## config.mk

```make
export PLATFORM = sky130hd
export DESIGN_NAME = psl_pixel_flat
export DESIGN_NICKNAME = d
export VERILOG_FILES = /design/src/inc/psl_pkg.sv /design/src/inc/psl_link_if.sv /design/src/logic/psl_pixel.sv /design/src/flat_wrapper.sv
export SDC_FILE = /design/constraint.sdc
export NUM_CORES = 1
export LEC_CHECK = 0
export BUFFER_PORTS_ARGS = -buffer_cell sky130_fd_sc_hd__buf_2
export CAP_MARGIN = 5
export CELL_PAD_IN_SITES_DETAIL_PLACEMENT = 0
export CELL_PAD_IN_SITES_GLOBAL_PLACEMENT = 1
export CORE_AREA = 2 2 119 121
export CTS_CLUSTER_DIAMETER = 50
export DETAILED_ROUTE_END_ITERATION = 10
export DIE_AREA = 0 0 121 123
export PLACE_DENSITY = 0.84
export SLEW_MARGIN = 10
export SYNTH_ARGS = -nofsm -noshare
export SYNTH_HDL_FRONTEND = slang
export SYNTH_SLANG_ARGS = --single-unit
```

## constraint.sdc

```tcl
create_clock -name clk -period 3.6 [get_ports clk]
set_clock_uncertainty 0.2 [all_clocks]
set_input_delay 0.72 -clock clk [delete_from_list [all_inputs] [get_ports clk]]
set_output_delay 0.72 -clock clk [all_outputs]
set_load 0.005 [all_outputs]
```

## src/inc/psl_pkg.sv

```systemverilog
package psl_pkg;
   // Link timing at a 4 ns clock period.
   localparam int CLK_PERIOD_PS        = 4000;
   localparam int SYMBOL_NS            = 1250;
   localparam int SYMBOL_TOL_NS        = 300;
   localparam int ZERO_HIGH_MIN_NS     = 300;
   localparam int ZERO_HIGH_MAX_NS     = 450;
   localparam int ONE_HIGH_MIN_NS      = 750;
   localparam int ONE_HIGH_MAX_NS      = 1000;
   localparam int BIT_LOW_MIN_NS       = 300;
   localparam int BIT_LOW_MAX_US       = 100;
   localparam int FRAME_END_LOW_US     = 300;
   localparam int SAMPLE_NS            = (ZERO_HIGH_MAX_NS + ONE_HIGH_MIN_NS) / 2;
   // Sender high times, chosen inside the legal windows.
   localparam int ZERO_HIGH_NS         = 400;
   localparam int ONE_HIGH_NS          = 850;
   localparam int ZERO_HIGH_CYC        = (ZERO_HIGH_NS * 1000) / CLK_PERIOD_PS;
   localparam int ONE_HIGH_CYC         = (ONE_HIGH_NS * 1000) / CLK_PERIOD_PS;
   localparam int SYMBOL_CYC           = (SYMBOL_NS * 1000) / CLK_PERIOD_PS;
   localparam int SAMPLE_CYC           = (SAMPLE_NS * 1000) / CLK_PERIOD_PS;
   localparam int FRAME_END_LOW_CYC    =
      (FRAME_END_LOW_US * 1000000 + CLK_PERIOD_PS - 1) / CLK_PERIOD_PS;
   // Silence on the primary input that triggers the switch to the backup input.
   localparam int BACKUP_IDLE_CYC      = FRAME_END_LOW_CYC;
   localparam int WORD_BITS            = 24;
   localparam int CNT_W                = 20;
   localparam int BIT_CNT_W            = 5;
endpackage : psl_pkg

```

## src/inc/psl_link_if.sv

```systemverilog
`timescale 1ns/1ps
interface psl_link_if;
   logic serial_data;
   logic backup_serial_in;
   modport sender
   (
      output serial_data,
      output backup_serial_in
   );
   modport pixel
   (
      input  serial_data,
      input  backup_serial_in
   );
endinterface : psl_link_if

```

## src/logic/psl_pixel.sv

```systemverilog
`timescale 1ns/1ps
module psl_pixel
   import psl_pkg::*;
#(
   parameter int FRAME_END_CYC = FRAME_END_LOW_CYC,
   parameter int BACKUP_CYC    = BACKUP_IDLE_CYC
)
(
   // Clock and reset
   input  wire logic        clk,
   input  wire logic        rst_n,
   // Link input
   psl_link_if.pixel        link_in,
   // Forwarded output towards the next pixel
   output logic             serial_out,
   // Colour latch and backup status
   output logic [7:0]       green,
   output logic [7:0]       red,
   output logic [7:0]       blue,
   output logic             word_valid,
   output logic             on_backup
);
   logic [2:0]           prim_sync_r;
   logic [2:0]           back_sync_r;
   logic                 prim_r;
   logic                 back_r;
   logic                 on_backup_r;
   logic                 in_prev_r;
   logic [CNT_W-1:0]     rise_cnt_r;
   logic                 armed_r;
   logic [CNT_W-1:0]     low_cnt_r;
   logic [CNT_W-1:0]     prim_idle_r;
   logic [BIT_CNT_W-1:0] bit_cnt_r;
   logic [WORD_BITS-1:0] shift_r;
   logic                 latched_r;
   logic                 fwd_r;
   logic [CNT_W-1:0]     fwd_cnt_r;
   logic                 fwd_one_r;
   logic                 serial_out_r;

   // Three-stage synchronisers; a change counts once stages two and three agree.
   wire   prim_agree = (prim_sync_r[1] == prim_sync_r[2]);
   wire   back_agree = (back_sync_r[1] == back_sync_r[2]);
   wire   line_in    = on_backup_r ? back_r : prim_r;
   wire   rise       = line_in & ~in_prev_r;
   wire   sample_now = armed_r & (rise_cnt_r == CNT_W'(SAMPLE_CYC - 1));
   wire   frame_end  = ~line_in & (low_cnt_r >= CNT_W'(FRAME_END_CYC));
   wire   take_bit   = sample_now & ~latched_r;
   wire   pass_bit   = sample_now & latched_r;
   wire   last_bit   = take_bit & (bit_cnt_r == BIT_CNT_W'(WORD_BITS - 1));
   wire   fwd_high   = fwd_one_r ? (fwd_cnt_r < CNT_W'(ONE_HIGH_CYC))
                                 : (fwd_cnt_r < CNT_W'(ZERO_HIGH_CYC));

   always_ff @(posedge clk)
   begin
      if (!rst_n)
      begin
         prim_sync_r <= 3'h0;
         back_sync_r <= 3'h0;
         prim_r      <= 1'b0;
         back_r      <= 1'b0;
      end
      else
      begin
         prim_sync_r <= {prim_sync_r[1:0], link_in.serial_data};
         back_sync_r <= {back_sync_r[1:0], link_in.backup_serial_in};
         if (prim_agree)
            prim_r <= prim_sync_r[2];
         if (back_agree)
            back_r <= back_sync_r[2];
      end
   end

   // Backup failover holds until the next reset, standing in for power cycling.
   always_ff @(posedge clk)
   begin
      if (!rst_n)
      begin
         prim_idle_r <= '0;
         on_backup_r <= 1'b0;
      end
      else
      begin
         if (prim_r)
            prim_idle_r <= '0;
         else if (prim_idle_r != CNT_W'(BACKUP_CYC))
            prim_idle_r <= prim_idle_r + CNT_W'(1);
         if (prim_idle_r == CNT_W'(BACKUP_CYC) && back_r && !prim_r)
            on_backup_r <= 1'b1;
      end
   end

   // Time since the last rising edge, and low duration on the selected input.
   always_ff @(posedge clk)
   begin
      if (!rst_n)
      begin
         in_prev_r  <= 1'b0;
         rise_cnt_r <= '0;
         armed_r    <= 1'b0;
         low_cnt_r  <= '0;
      end
      else
      begin
         in_prev_r <= line_in;
         if (rise)
         begin
            armed_r    <= 1'b1;
            rise_cnt_r <= '0;
         end
         else if (sample_now)
            armed_r <= 1'b0;
         else if (armed_r)
            rise_cnt_r <= rise_cnt_r + CNT_W'(1);
         if (line_in)
            low_cnt_r <= '0;
         else if (!frame_end)
            low_cnt_r <= low_cnt_r + CNT_W'(1);
      end
   end

   // Capture the first word of the frame, green first and MSB first.
   always_ff @(posedge clk)
   begin
      if (!rst_n)
      begin
         bit_cnt_r <= '0;
         shift_r   <= '0;
         latched_r <= 1'b0;
         green     <= 8'h00;
         red       <= 8'h00;
         blue      <= 8'h00;
         word_valid <= 1'b0;
      end
      else
      begin
         word_valid <= 1'b0;
         if (frame_end)
         begin
            bit_cnt_r <= '0;
            latched_r <= 1'b0;
         end
         else if (take_bit)
         begin
            shift_r   <= {shift_r[WORD_BITS-2:0], line_in};
            bit_cnt_r <= bit_cnt_r + BIT_CNT_W'(1);
            if (last_bit)
            begin
               latched_r  <= 1'b1;
               green      <= shift_r[22:15];
               red        <= shift_r[14:7];
               blue       <= {shift_r[6:0], line_in};
               word_valid <= 1'b1;
            end
         end
      end
   end

   // Reshaped output: each passed bit is re-timed to a clean symbol.
   always_ff @(posedge clk)
   begin
      if (!rst_n)
      begin
         fwd_r        <= 1'b0;
         fwd_cnt_r    <= '0;
         fwd_one_r    <= 1'b0;
         serial_out_r <= 1'b0;
      end
      else
      begin
         // A passed bit is regenerated from its sampling point onwards.
         if (pass_bit)
         begin
            fwd_r     <= 1'b1;
            fwd_cnt_r <= '0;
            fwd_one_r <= line_in;
         end
         else if (fwd_r && !fwd_high)
            fwd_r <= 1'b0;
         else if (fwd_r)
            fwd_cnt_r <= fwd_cnt_r + CNT_W'(1);
         serial_out_r <= fwd_r & fwd_high;
      end
   end

   assign serial_out = serial_out_r;
   assign on_backup  = on_backup_r;
endmodule : psl_pixel

```

## src/flat_wrapper.sv

```systemverilog
// flat-port wrapper written by rule: the top's interface ports become plain ports
module psl_pixel_flat import psl_pkg::*;
#(
   parameter int FRAME_END_CYC = FRAME_END_LOW_CYC,
   parameter int BACKUP_CYC    = BACKUP_IDLE_CYC
)
  (clk, rst_n, serial_out, green, red, blue, word_valid, on_backup, link_in_serial_data, link_in_backup_serial_in);
  psl_link_if link_in_i ();
  input  wire logic clk;
  input  wire logic rst_n;
  output logic serial_out;
  output logic [7:0] green;
  output logic [7:0] red;
  output logic [7:0] blue;
  output logic word_valid;
  output logic on_backup;
  input wire logic [$bits(link_in_i.serial_data)-1:0] link_in_serial_data;
  input wire logic [$bits(link_in_i.backup_serial_in)-1:0] link_in_backup_serial_in;
  assign link_in_i.serial_data = link_in_serial_data;
  assign link_in_i.backup_serial_in = link_in_backup_serial_in;
  psl_pixel #(.FRAME_END_CYC(FRAME_END_CYC), .BACKUP_CYC(BACKUP_CYC)) u_core (.clk(clk), .rst_n(rst_n), .link_in(link_in_i), .serial_out(serial_out), .green(green), .red(red), .blue(blue), .word_valid(word_valid), .on_backup(on_backup));
endmodule
```

==> flow_summary.json <==
{
  "status": "completed",
  "die-area_sq_um": 14880,
  "post-cts-setup-buffers": 0,
  "antenna_found_initial": 0,
  "postSynthAreaPerCell_sq_um": 9.432,
  "min_from": "u_core.back_sync_r[0]$_SDFF_PN0_",
  "cts.sinks": 148,
  "grt_pass1_wl_mm": 19.98,
  "tns_ns": 0,
  "peakVddDrop_v": 0.0004832,
  "ys_seq_area_frac": 0.4962,
  "critPathRequiredTime_ns": 3.70,
  "routed_wl_mm": 11.32,
  "power_frac_clock": 0.504,
  "fillers": 1264,
  "fp-row-count": 43,
  "multi_input_area_sq_um": 2806,
  "r2r_cells": 6,
  "cp_max_fo": 23,
  "worstSetupPathType": "reg -> reg",
  "async_reset_ff_frac": 0,
  "seq_power_share": 0.481,
  "hpwlAfterDp_mm": 7.454,
  "yosysTopAreaCell": "dfxtp_1",
  "h-tree-depth": 4,
  "synth_top_flop_cell": "dfxtp_1",
  "holdPathEnd": "u_core.back_sync_r[1]$_SDFF_PN0_",
  "layout-drive-gt1-share": 0.1109,
  "final_cell_mix": "dfxtp_1 (148), nand2_1 (80), nor2_1 (70)",
  "cts_buffers": 17,
  "regArea_sq_um": 2963,
  "synthesis.nets": 645,
  "ys_ff_latch": 148,
  "timing.final.crit_share": 0.7871,
  "p_int_uw": 2721,
  "initial_core_util": 0.4386,
  "area_growth_pct": 14.35,
  "end_kind": "flop",
  "slew_headroom": 0.4313,
  "numPortBuffers": 30,
  "grt_max_degree": 53,
  "clk_latency_ns": 0.42,
  "yosys-top-cells-area": "dfxtp_1 (50%), mux2i_1 (8.4%), nand2_1 (5.0%)",
  "pre_cts_slack_ns": 0.7697,
  "synth_cell_types": 49,
  "gp_congestion": 0.8227,
  "clockRootBuffer": "clkbuf_16",
  "die_h_um": 123,
  "syn_inst": 633,
  "p_leak_uw": 0.002779,
  "cts.reportedPaths.clkPinSlew_ns": 0.06,
  "firstDrtPassIters": 4,
  "viasPerCell": 5.121,
  "num_antenna_cells": 0,
  "num_vias": 4384,
  "slowest_stage": "nand2_2",
  "arrival_ns": 2.94,
  "layout_commonest_cell": "dfxtp_1",
  "netlist_area_sq_um": 5971,
  "clock.fmax_mhz": 352.9,
  "route.detailed.drc": 0,
  "hold_path_depth": 1,
  "cts_tree": "built",
  "setup_viol": 0,
  "cap_violations": 0,
  "yosysWarnings": 0,
  "nets": 675,
  "p_sw_frac": 0.2084,
  "hold_viol_final": 0,
  "grt_setup_unrepaired": "false",
  "clockBufferDepth": 2,
  "comb_power_share": 0.014,
  "pin_count": 31,
  "power_density_nw_per_um2": 503.5,
  "synth.top_cell.area_share": 0.4962,
  "r2r-start": "u_core.rise_cnt_r[0]$_SDFFE_PP0P_",
  "switching_power_uw": 716.3,
  "core_region_area_sq_um": 13610,
  "period_needed_ns": 2.834,
  "cp_cell_sequence": "ha_1, nor4b_1, nand3_1, nor3_2, nand2_2, a32o_1",
  "wl_per_cell_um": 13.22,
  "hold_buffers": 0,
  "r2r_end": "u_core.shift_r[0]$_SDFFE_PN0P_",
  "worst_slack_ns": 0.7663,
  "die_w_um": 121,
  "grt_usage": 0.1667,
  "hp-class": "reg -> reg",
  "cp-start-kind": "flop",
  "rrSetupSlack_ns": 0.77,
  "max_stage_delay_ns": 0.54,
  "grt-ovfl-total": 0,
  "tightest_slew_ns": 0.8492,
  "drt_iter0_markers": 240,
  "slew_violations": 0,
  "synth_edf_count": 0,
  "grt_pass1_vias": 4384,
  "cts_resized": 0,
  "ant_nets": 0,
  "final_util": 0.5016
}
==> how the worst max path moves through the flow <==
stage	end	startpoint
floorplan	u_core.blue[1]$_SDFFE_PN0P_	u_core.rise_cnt_r[0]$_SDFFE_PP0P_
global placement	u_core.shift_r[0]$_SDFFE_PN0P_	u_core.rise_cnt_r[0]$_SDFFE_PP0P_
detailed placement	u_core.shift_r[0]$_SDFFE_PN0P_	u_core.rise_cnt_r[0]$_SDFFE_PP0P_
CTS	u_core.shift_r[0]$_SDFFE_PN0P_	u_core.rise_cnt_r[0]$_SDFFE_PP0P_
global route	u_core.shift_r[0]$_SDFFE_PN0P_	u_core.rise_cnt_r[0]$_SDFFE_PP0P_
finish	u_core.shift_r[0]$_SDFFE_PN0P_	u_core.rise_cnt_r[0]$_SDFFE_PP0P_
==> state kept, by name (all words and copies together) (netlist names) <==
signal              cells
u_core.shift_r         23
u_core.back_r           1
u_core.word_valid       1
u_core.latched_r        1
u_core.rise_cnt_r      20
u_core.bit_cnt_r        5
u_core.serial_out       1
u_core.on_backup        1
u_core.in_prev_r        1
u_core.back_sync_r      3
u_core.prim_sync_r      3
u_core.fwd_cnt_r       20
u_core.armed_r          1
u_core.fwd_one_r        1
u_core.red              8
u_core.prim_r           1
u_core.blue             8
u_core.low_cnt_r       20
u_core.green            8
u_core.prim_idle_r     20
u_core.fwd_r            1
==> synth_stat cells, types with 2 or more instances <==
library cell / count
dfxtp_1: 148
nand2_1: 80
nor2_1: 70
mux2i_1: 50
xnor2_1: 28
and3_1: 21
xor2_1: 21
inv_1: 18
nand3_1: 17
nand4_1: 17
o21ai_0: 17
a21oi_1: 16
clkbuf_1: 15
nor3_1: 15
or3_1: 13
nor4_1: 12
and2_1: 9
ha_1: 8
nor4b_1: 6
and4_1: 5
buf_6: 4
a21boi_0: 3
a31oi_1: 3
nor2b_1: 3
nor3b_1: 3
o21a_1: 3
a32o_1: 2
buf_2: 2
nand2_2: 2
nor4bb_1: 2
o211ai_1: 2
==> power groups by stage <==
stage / registers [uW] / logic [uW] / clock network [uW]
2_1_floorplan: 1690 / 39.4 / 0
3_3_place_gp: 1690 / 48.6 / 0
3_5_place_dp: 1690 / 50.2 / 0
4_1_cts: 1650 / 50.9 / 1780
5_1_grt: 1660 / 57.8 / 1850
6_report: 1650 / 49.5 / 1730
==> critical path: cells and delay by family, from the launching register on <==
kind	cells	cell delay [ns]
and+or+nand+nor	4	1.50
AOI/OAI and AO/OA	1	0.44
DFF	1	0.39
adders and majority gates	1	0.18
==> through the flow <==
stage | hold WS (ns) | area, sq um | total power [uW] | instances
2_1_floorplan | 0.2119 | 5971 | 1728 | 633
3_3_place_gp | 0.2343 | 6242 | 1738 | 824
3_5_place_dp | 0.2211 | 6242 | 1741 | 824
4_1_cts | 0.2576 | 6828 | 3483 | 856
5_1_grt | 0.2820 | 6828 | 3559 | 856
6_report | 0.2457 | 6828 | 3438 | 856
==> layout make-up <==
type,count,area share
Tap cell,180,0.03299
Multi-Input combinational cell,444,0.4110
Clock buffer,21,0.06744
Sequential cell,148,0.4339
Inverter,18,0.009896
Clock inverter,11,0.01833
Timing Repair Buffer,34,0.02639
==> cell families (layout without fill, tap and decap cells) <==
logic type / after synthesis / count (layout) / synth area share
flops: 148 / 148 / 0.4962
compound gates: 54 / 54 / 0.05930
xor+xnor: 49 / 49 / 0.07188
fa+ha+maj: 8 / 8 / 0.01677
buf+inv: 41 / 84 / 0.03374
simple gates: 283 / 283 / 0.2383
mux: 50 / 50 / 0.08382
==> routing by layer <==
metal / GRT usage / share of wire
met1: 0.2055 / 0.47
met2: 0.2725 / 0.47
met3: 0.05443 / 0.043
met4: 0.06250 / 0.0080
met5: 0 / 0
(Power assumes the default switching activity.)
